===== config.mk =====
export PLATFORM = sky130hd
export DESIGN_NAME = dma_size_ptr_track
export DESIGN_NICKNAME = d
export VERILOG_FILES = /design/src/core/dma_track_pkg.sv /design/src/core/dma_size_decode.sv /design/src/core/dma_size_ptr_track.sv
export SDC_FILE = /design/constraint.sdc
export NUM_CORES = 1
export LEC_CHECK = 0
export ABC_CLOCK_PERIOD_IN_PS = 6350
export BUFFER_PORTS_ARGS = -buffer_cell sky130_fd_sc_hd__buf_2
export CAP_MARGIN = 20
export CELL_PAD_IN_SITES_DETAIL_PLACEMENT = 1
export CELL_PAD_IN_SITES_GLOBAL_PLACEMENT = 2
export CORE_UTILIZATION = 35
export DETAILED_ROUTE_END_ITERATION = 8
export PLACE_DENSITY = 0.83
export RECOVER_POWER = 25
export SYNTH_ARGS = -nofsm -noshare
export SYNTH_HDL_FRONTEND = slang
export SYNTH_HIERARCHICAL = 1
export SYNTH_SLANG_ARGS = --single-unit

===== constraint.sdc =====
create_clock -name sys_clk -period 6.35 [get_ports sys_clk]
set_input_delay 1.905 -clock sys_clk [delete_from_list [all_inputs] [get_ports sys_clk]]
set_output_delay 1.905 -clock sys_clk [all_outputs]
set_load 0.01 [all_outputs]

===== src/core/dma_track_pkg.sv =====
// Package of register offsets, field layouts and carrier types for the size and pointer tracker
package dma_track_pkg;
   localparam int          ADDR_W          = 8;
   localparam int          DATA_W          = 32;
   localparam int          FIELD_W         = 16;
   localparam int          FULL_W          = 17;
   // Register offsets, byte addresses
   localparam logic [7:0]  OFS_SRC_SIZE    = 8'h00;
   localparam logic [7:0]  OFS_DEST_SIZE   = 8'h04;
   localparam logic [7:0]  OFS_SRC_PTR     = 8'h08;
   localparam logic [7:0]  OFS_DEST_PTR    = 8'h0c;
   localparam logic [7:0]  OFS_CELL_SIZE   = 8'h10;
   localparam logic [7:0]  OFS_CTRL        = 8'h14;
   localparam logic [7:0]  OFS_IRQ_STAT    = 8'h18;
   localparam logic [7:0]  OFS_IRQ_CLR     = 8'h1c;
   localparam logic [7:0]  OFS_IRQ_EN      = 8'h20;
   // Reset values
   localparam logic [15:0] RST_FIELD       = 16'h0000;
   localparam logic [2:0]  RST_FLAGS       = 3'h0;
   localparam logic [31:0] RD_UNMAPPED     = 32'h0000_0000;
   // Field positions
   localparam int          CTRL_PAT_BIT    = 0;
   localparam int          FLAG_CELL_BIT   = 0;
   localparam int          FLAG_HALF_BIT   = 1;
   localparam int          FLAG_DONE_BIT   = 2;
   localparam int          NUM_FLAGS       = 3;

   typedef struct packed {
      logic [ADDR_W-1:0] addr;
      logic [DATA_W-1:0] wdata;
      logic              wr;
      logic              rd;
   } reg_req_t;

   typedef struct packed {
      logic       valid;       // One bus transfer moved bytes
      logic [2:0] nbytes;      // Bytes in that transfer, 1 to 4
      logic       pat_match;   // Pattern matched in this transfer
   } xfer_t;
endpackage : dma_track_pkg


===== src/core/dma_size_decode.sv =====
// Expands a 16-bit size field to its 17-bit byte count, zero meaning 65,536
`timescale 1ns/1ps
module dma_size_decode (
   input  wire logic [15:0] field,
   output logic      [16:0] bytes
);
   import dma_track_pkg::*;

   // Zero field stands for the full 2^16 byte count
   always_comb begin
      if (field == RST_FIELD) begin
         bytes = 17'h10000;
      end else begin
         bytes = {1'b0, field};
      end
   end
endmodule : dma_size_decode


===== src/core/dma_size_ptr_track.sv =====
// Size settings, progress pointers and flag logic of one DMA channel
//
// Operation
// Destination size is a byte count; zero means 65,536 bytes.
// Cell size is bytes per trigger event; zero means 65,536 bytes.
// Bits 31 to 16 of size and pointer registers read as zero.
// Read-only source pointer holds index of current source byte, 0 to 65,535.
// Read-only destination pointer holds index of current destination byte.
// In pattern-detect mode a pattern match clears the source pointer.
// Reset clears destination size, cell size and both pointers.
// Source size is a byte count; zero means 65,536 bytes.
// Done flag when pointer equals destination size; half flag at half.
// Cell flag each time cell-size bytes have been moved.
// Pointers advance by bytes per transfer and clear at block end.
`timescale 1ns/1ps
module dma_size_ptr_track (
   input  wire logic                        sys_clk,
   input  wire logic                        rst,
   input  wire dma_track_pkg::reg_req_t     req,
   input  wire dma_track_pkg::xfer_t        xfer,
   output logic      [31:0]                 rdata,
   output logic                             irq,
   output logic                             block_done,
   output logic                             cell_done
);
   import dma_track_pkg::*;

   ////////////////////////////////////////////////////////////////////////////
   typedef struct packed {
      logic [15:0]          src_size;
      logic [15:0]          dest_size;
      logic [15:0]          cell_size;
      logic [15:0]          src_ptr;
      logic [15:0]          dest_ptr;
      logic [16:0]          cell_cnt;
      logic                 pat_mode;
      logic [NUM_FLAGS-1:0] stat;
      logic [NUM_FLAGS-1:0] en;
      logic [31:0]          rdata;
      logic                 irq;
      logic                 block_done;
      logic                 cell_done;
   } state_t;

   state_t st_ff;
   state_t nxt_st;

   logic [16:0] src_bytes;
   logic [16:0] dest_bytes;
   logic [16:0] cell_bytes;

   ////////////////////////////////////////////////////////////////////////////
   // Size fields expanded to byte counts
   // source size decode
   dma_size_decode u_src_dec (
      .field (st_ff.src_size),
      .bytes (src_bytes)
   );

   // destination size decode
   dma_size_decode u_dest_dec (
      .field (st_ff.dest_size),
      .bytes (dest_bytes)
   );

   // cell size decode
   dma_size_decode u_cell_dec (
      .field (st_ff.cell_size),
      .bytes (cell_bytes)
   );

   ////////////////////////////////////////////////////////////////////////////
   // Next state
   always_comb begin
      logic [16:0]          src_next;
      logic [16:0]          dest_next;
      logic [16:0]          cell_next;
      logic                 src_end;
      logic                 dest_end;
      logic                 blk_end;
      logic                 pat_clr;
      logic                 half_hit;
      logic [NUM_FLAGS-1:0] events;
      logic [NUM_FLAGS-1:0] clr_mask;
      src_next  = 17'h00000;
      dest_next = 17'h00000;
      cell_next = 17'h00000;
      src_end   = 1'b0;
      dest_end  = 1'b0;
      blk_end   = 1'b0;
      pat_clr   = 1'b0;
      half_hit  = 1'b0;
      events    = RST_FLAGS;
      clr_mask  = RST_FLAGS;
      nxt_st    = st_ff;
      nxt_st.block_done = 1'b0;
      nxt_st.cell_done  = 1'b0;

      // Register writes; pointers are read only
      if (req.wr) begin
         case (req.addr)
            OFS_SRC_SIZE:  nxt_st.src_size  = req.wdata[15:0];
            OFS_DEST_SIZE: nxt_st.dest_size = req.wdata[15:0];
            OFS_CELL_SIZE: nxt_st.cell_size = req.wdata[15:0];
            OFS_CTRL:      nxt_st.pat_mode  = req.wdata[CTRL_PAT_BIT];
            OFS_IRQ_CLR:   clr_mask         = req.wdata[NUM_FLAGS-1:0];
            OFS_IRQ_EN:    nxt_st.en        = req.wdata[NUM_FLAGS-1:0];
            default:       nxt_st.en        = st_ff.en;
         endcase
      end

      // Progress tracking on each bus transfer
      if (xfer.valid) begin
         // pointers advance
         src_next  = {1'b0, st_ff.src_ptr} + {14'h0000, xfer.nbytes};
         dest_next = {1'b0, st_ff.dest_ptr} + {14'h0000, xfer.nbytes};
         cell_next = st_ff.cell_cnt + {14'h0000, xfer.nbytes};
         src_end   = src_next >= src_bytes;
         dest_end  = dest_next >= dest_bytes;
         // Block ends when the larger of the two sizes is covered
         blk_end   = (src_bytes >= dest_bytes) ? src_end : dest_end;
         // pattern clear
         pat_clr   = st_ff.pat_mode && xfer.pat_match;
         // half and done compare; byte counts may skip odd midpoints
         half_hit  = ({1'b0, st_ff.dest_ptr} < (dest_bytes >> 1)) &&
                     (dest_next >= (dest_bytes >> 1));
         events[FLAG_HALF_BIT] = half_hit;
         events[FLAG_DONE_BIT] = dest_end;
         // cell completion
         if (cell_next >= cell_bytes) begin
            events[FLAG_CELL_BIT] = 1'b1;
            nxt_st.cell_cnt       = 17'h00000;
            nxt_st.cell_done      = 1'b1;
         end else begin
            nxt_st.cell_cnt = cell_next;
         end
         // source index, wraps with the source
         nxt_st.src_ptr  = src_end ? RST_FIELD : src_next[15:0];
         // destination index
         nxt_st.dest_ptr = dest_end ? RST_FIELD : dest_next[15:0];
         // clear at block end
         if (blk_end || pat_clr) begin
            nxt_st.src_ptr    = RST_FIELD;
            nxt_st.dest_ptr   = RST_FIELD;
            nxt_st.cell_cnt   = 17'h00000;
            nxt_st.block_done = 1'b1;
         end
      end

      // Sticky flags: an event beats a same-cycle clear
      nxt_st.stat = (st_ff.stat & ~clr_mask) | events;
      nxt_st.irq  = |(nxt_st.stat & nxt_st.en);

      // Read data, valid the cycle after the strobe
      nxt_st.rdata = RD_UNMAPPED;
      if (req.rd) begin
         // upper bits zero
         case (req.addr)
            OFS_SRC_SIZE:  nxt_st.rdata = {16'h0000, st_ff.src_size};
            OFS_DEST_SIZE: nxt_st.rdata = {16'h0000, st_ff.dest_size};
            OFS_SRC_PTR:   nxt_st.rdata = {16'h0000, st_ff.src_ptr};
            OFS_DEST_PTR:  nxt_st.rdata = {16'h0000, st_ff.dest_ptr};
            OFS_CELL_SIZE: nxt_st.rdata = {16'h0000, st_ff.cell_size};
            OFS_CTRL:      nxt_st.rdata = {31'h00000000, st_ff.pat_mode};
            OFS_IRQ_STAT:  nxt_st.rdata = {29'h00000000, st_ff.stat};
            OFS_IRQ_EN:    nxt_st.rdata = {29'h00000000, st_ff.en};
            default:       nxt_st.rdata = RD_UNMAPPED;
         endcase
      end
   end

   ////////////////////////////////////////////////////////////////////////////
   // State register
   // reset clears sizes and pointers
   always_ff @(posedge sys_clk or posedge rst) begin
      if (rst) begin
         st_ff <= '0;
      end else begin
         st_ff <= nxt_st;
      end
   end

   assign rdata      = st_ff.rdata;
   assign irq        = st_ff.irq;
   assign block_done = st_ff.block_done;
   assign cell_done  = st_ff.cell_done;
endmodule : dma_size_ptr_track


# Word level (Yosys, flattened, before mapping)
# Cells that the tools add are included.
dict set report classes {
  n_eq_ne 8
  n_addsub 3
  reduce_logical 12
  n_lt_le_gt_ge 6
  mux 18
  bitwise_logic 4
}
# operator count
set op_table {}
lappend op_table {{16-bit case mux with 8 select lines} 1}
lappend op_table {{17-bit greater-or-equal comparator} 4}
lappend op_table {{17-bit 2-to-1 mux} 4}
lappend op_table {{49-bit 2-to-1 mux} 1}
lappend op_table {{16-bit logical NOT} 3}
lappend op_table {{16-bit 2-to-1 mux} 3}
lappend op_table {{16-bit by 3-bit adder with 17-bit output} 2}
lappend op_table {{8-bit by 5-bit equality test with 1-bit output, second input constant} 4}
lappend op_table {{17-bit by 3-bit adder with 17-bit output} 1}
lappend op_table {{17-bit by 16-bit greater-or-equal comparator with 1-bit output} 1}
lappend op_table {{8-bit by 4-bit equality test with 1-bit output, second input constant} 2}
lappend op_table {{16-bit < comparator} 1}
lappend op_table {{3-bit 2-to-1 mux} 5}
lappend op_table {{8-bit by 3-bit equality test with 1-bit output, second input constant} 1}
lappend op_table {{8-bit by 6-bit equality test with 1-bit output, second input constant} 1}
lappend op_table {{8-bit logical NOT} 1}
lappend op_table {{2-bit AND reduction} 4}
lappend op_table {{3-bit AND} 2}
lappend op_table {{1-bit 2-to-1 mux} 3}
lappend op_table {{3-bit NOT} 1}
lappend op_table {{3-bit OR} 1}
lappend op_table {{3-bit OR reduction} 1}
lappend op_table {{1-bit logical AND} 2}
lappend op_table {{2-bit 2-to-1 mux} 1}
lappend op_table {{1-bit logical OR} 1}
dict set report totals {
  out_inout_bits 35
  elab_cells 64
  reg_bits 139
  in_bits 49
}

# Longest topological paths before layout
dict set report logic_depth {
  depth_word 8
  depth_mapped 19
  ltp_nobuf 18
}

# Cells and area by module
# Netlist, hierarchy kept.
# module area_each_um2 seq_area_each_um2 cells_per_inst n_inst
set modules_own_cells {}
lappend modules_own_cells {dma_size_ptr_track 8753.4 3078.0 884 1}
lappend modules_own_cells {dma_size_decode 93.8 0.0 21 3}

# Worst setup path before layout
# Ideal clock, no wire load.
dict set report synth_path {
  kind {input port to flip-flop}
  start {input port xfer[1] (netlist bit)}
  end {register st_ff[78] (netlist bit)}
  path_slack_ps 738
  path_buffers 2
  setup_ps 82
  arrival_ps 5530
  t_required_ps 6268
  stages 19
  cell_sequence {ha_1 -> inv_1 -> fa_1 -> nand2b_1 -> a21oi_1 -> nand3_1 -> inv_1 -> and3_1 -> xnor2_1 -> ha_1 -> a21o_1 -> a21o_1 -> a221oi_1 -> or2b_2 -> a211oi_4 -> buf_6 -> buf_12 -> nand2_2 -> a31oi_1}
}
dict set report synth_between {
  elab_chain_len 5
  elab_cells_between_ends 8
  cone_classes {2 x add/sub; 2 x order compare; 3 x mux; 1 x reduce/logical}
}
# element line
set synth_rtl {}
lappend synth_rtl {{from (decl)} dma_size_ptr_track.sv:20} ;# input wire dma_track_pkg::xfer_t xfer,
lappend synth_rtl {{16-bit by 3-bit adder with 17-bit output (on tied branches)} {dma_size_ptr_track.sv:116, dma_size_ptr_track.sv:115}}
lappend synth_rtl {{17-bit greater-or-equal comparator (on tied branches)} {dma_size_ptr_track.sv:119, dma_size_ptr_track.sv:118}}
lappend synth_rtl {{1-bit 2-to-1 mux} dma_size_ptr_track.sv:121} ;# blk_end = (src_bytes >= dest_bytes) ? src_end : dest_end;
lappend synth_rtl {{1-bit logical OR} dma_size_ptr_track.sv:142} ;# if (blk_end || pat_clr) begin
lappend synth_rtl {{49-bit 2-to-1 mux *} dma_size_ptr_track.sv:142}
lappend synth_rtl {{to (signal assigned)} dma_size_ptr_track.sv:179} ;# st_ff <= nxt_st;
lappend synth_rtl {{to (decl)} dma_size_ptr_track.sv:45} ;# state_t st_ff;
# Mark *: on every way between the ends. The rest lies on a longest branch, timed or not.
# A chain may end at the register's enable or synchronous reset.

# Worst setup path in the final report
dict set report layout_path {
  start {input port xfer[1] (netlist bit)}
  end {register st_ff[65] (netlist bit)}
}
# Same word-level chain as after synthesis.

==> out/metrics.csv <==
stage,metric,value,unit
placement,routability congestion estimate from global placement,0.845,
cts,CTS tree,built,
synth,Post-Synthesis Cells,947,
worst_setup_path,worst-path maximum fanout,16,
global_route,largest net degree at the start of global routing,62,
floorplanning,die footprint,0.0265,mm2
flow_run,maxcap violations,1,
timing,final setup violation count,0,
timing,slew margin rel.,-97.3,%
synth,top-area cell type share of the netlist area,34.1,%
timing,Final min period,5.78,ns
synth,Syn Area/Cell,9.54,um2
timing,max-slew violations,62,
placement,Port Buf Inserts,51,
final_layout,layout cell share with drive strength beyond 1,18.5,%
routing,drt wl/cell,20.5,um
cts,Root Driver,clkbuf_16,
synth,area of the mapped netlist,0.00903,mm2
placement,HPWL after detailed placement,20.1,mm
timing,Worst Max-Slew Pin Slew,2.94,ns
floorplanning,initial core utilization,35.8,%
worst_setup_path,Crit Path Class,in2reg,
synth,synth warn,6,
synth,Synth async-reset ratio,100,%
global_route,grt total ovfl,0,
synth,count of different cell masters after synthesis,66,
synth,Synth Flop Type,dfrtp_1,
worst_setup_path,Crit path largest cell delay,0.47,ns
timing,Final Hold Viols,0,
synth,top-count cell post-synth,dfrtp_1,
routing,final wirelength,26.4,mm
timing,RSZ-0062 raised after global routing,false,
final_layout,Filler cells,2917,
power,leak pwr,4.79,nW
cts,clock sink total,123,
power,Power Total,3.33,mW
cts,H-tree levels,4,
cts,post-CTS setup buffer count,0,
final_layout,P&R area growth vs syn,10.7,%
worst_setup_path,CP max-delay cell,a211o_1,
cts,"Reg clk slew, reported paths",0.06,ns
worst_setup_path,Worst Path Arrival,6.14,ns
run_status,failing checks,"max-capacitance violations, max-slew violations",
synth,most instantiated cells after synthesis,"dfrtp_1, ha_1, inv_1",
placement,pre-CTS setup slack,0.107,ns
synth,leading area contributor after synthesis,dfrtp_1,
cts,clk_lat worst skew,0.43,ns
floorplanning,Die W,163,um
synth,sequential area share after synthesis,34.1,%
cts,post-cts resize count,0,
synth,"flops & latches, synth",123,
routing,DR vias,7115,
routing,Antenna Nets Post-Route,0,
global_route,vias in the first global route,7469,
floorplanning,site row count,58,
worst_setup_path,Critical Path Source Type,primary input,
routing,routed vias/inst,5.51,
routing,DRT Pass-1 Iters,5,
floorplanning,io pins,84,
cts,Inserted Clock Buffers,17,
timing,final worst slack,0.574,ns
final_layout,ANT cells,0,
routing,initial DRC count,445,
hold_path,Worst Hold Class,reg2reg,
worst_setup_path,crit end category,register,
power,worst vdd ir,0.000178,V
floorplanning,Core Box Area,0.0253,mm2
timing,setup TNS,0,ns
global_route,first-pass GRT wire length,42.6,mm
global_route,initial antenna violation count,0,
timing,max frequency,173,MHz
synth,"EDFF count, synth",0,
worst_setup_path,critical-path cell list,buf_2 -> ha_1 -> inv_1 -> fa_1 -> nand2b_1 -> a21oi_1 -> nand3_1 -> inv_1 -> and3_1 -> xnor2_1 -> ha_1 -> a21o_1 -> a21o_1 -> a221oi_1 -> buf_4 -> or2b_2 -> a211o_1 -> nor3b_1 -> a21o_1,
cts,Max clock buf depth,2,
worst_setup_path,worst path required time,6.72,ns
final_layout,nets@finish,1109,
global_route,gr usage total,21.3,%
timing,Fin Hold WS,0.504,ns
worst_setup_path,Crit path top cell by count,a21o_1,
power,pwr dens,333,mW/mm2
synth,Area contributors post-synth,"dfrtp_1, ha_1, mux2_2",
cts,cts-stage hold buffer count,0,
run_status,status,"complete, but fails checks",
timing,fin crit share,91.0,%
floorplanning,DIE HEIGHT,163,um
timing,clk_skew,0.0128,ns
routing,Post-route DRC,0,
==> critical path, delay by kind of cell <==
kind,cells,cell delay [ns]
AO/OA/AOI/OAI,6,1.46
adder cells (fa/ha/maj),3,0.92
buffers and inverters,4,0.48
XOR/XNOR,1,0.19
AND/OR/NAND/NOR,5,1.17
==> kinds of logic after synthesis <==
kind of cell / share of synthesized area (%)
compound gates: 16.7
xor+xnor: 4.17
fa+ha+maj: 15.6
buf+inv: 9.62
flops: 34.1
mux: 6.85
other cells: 0.0415
simple gates: 12.9
==> final cells by class <==
cell class                 count  area [um2]  area share [%]
clock buffer                  18         439            4.39
clock inverter                13         143            1.43
inverter                      79         298            2.98
multi-input combinational    651        5150            51.5
sequential                   123        3080            30.8
tap                          330         413            4.13
timing repair buffer          77         479            4.79
==> final timing paths <==
| path | startpoint | end | slack, ns | depth (start not counted) |
|---|---|---|---|---|
| min | st_ff[44] | st_ff[44] | 0.50 | 1 |
| max | xfer[1] | st_ff[65] | 0.57 | 19 |
| max in group asynchronous | rst | st_ff[92] | 2.02 | 3 |
| max reg2reg | st_ff[59] | st_ff[65] | 1.82 | 18 |
| min in group asynchronous | rst | st_ff[48] | 2.33 | 2 |
| min reg2reg | st_ff[44] | st_ff[44] | 0.50 | 1 |
==> layout by cell type (no fill, tap or decap), drive strengths merged, types with 14 or more instances in the layout <==
cell,n
a21oi,57
xnor2,29
conb,16
ha,108
and3,17
nand3,18
mux2,55
nand2,44
buf,76
clkbuf,19
nor4,16
nor2b,15
nand4,16
nor2,22
o21ai,34
a22o,19
a222oi,14
xor2,14
nand2b,20
a22oi,17
a21o,23
inv,81
dfrtp,123
==> stage by stage <==
| step | cell area [um2] | cells | utilization [%] |
|---|---|---|---|
| global route | 10000 | 1291 | 39.6 |
| global placement | 9400 | 1258 | 37.2 |
| detailed placement | 9400 | 1258 | 37.2 |
| finish | 10000 | 1291 | 39.6 |
| floorplan | 9090 | 962 | - |
| CTS | 9980 | 1289 | 39.5 |
==> per-layer routing <==
metal	share of wire (%)	track usage [%]	wire length, um	vias to the layer above
met5	0	0	0	-
met4	2.0	6.16	524	0
met3	3.9	3.77	1040	28
met2	47	34.9	12400	154
met1	47	28.7	12500	3584
li1	-	-	-	3349
==> sequential cells by signal (all words and copies together) (netlist names) <==
signal      flops
block_done      1
cell_done       1
irq             1
rdata          16
st_ff         104
==> report_power, final <==
| part | internal [mW] | switching [mW] |
|---|---|---|
| clock | 0.588 | 0.396 |
| combinational | 0.616 | 0.768 |
| sequential | 0.864 | 0.102 |
No activity file was read; power rests on OpenSTA's default activity.
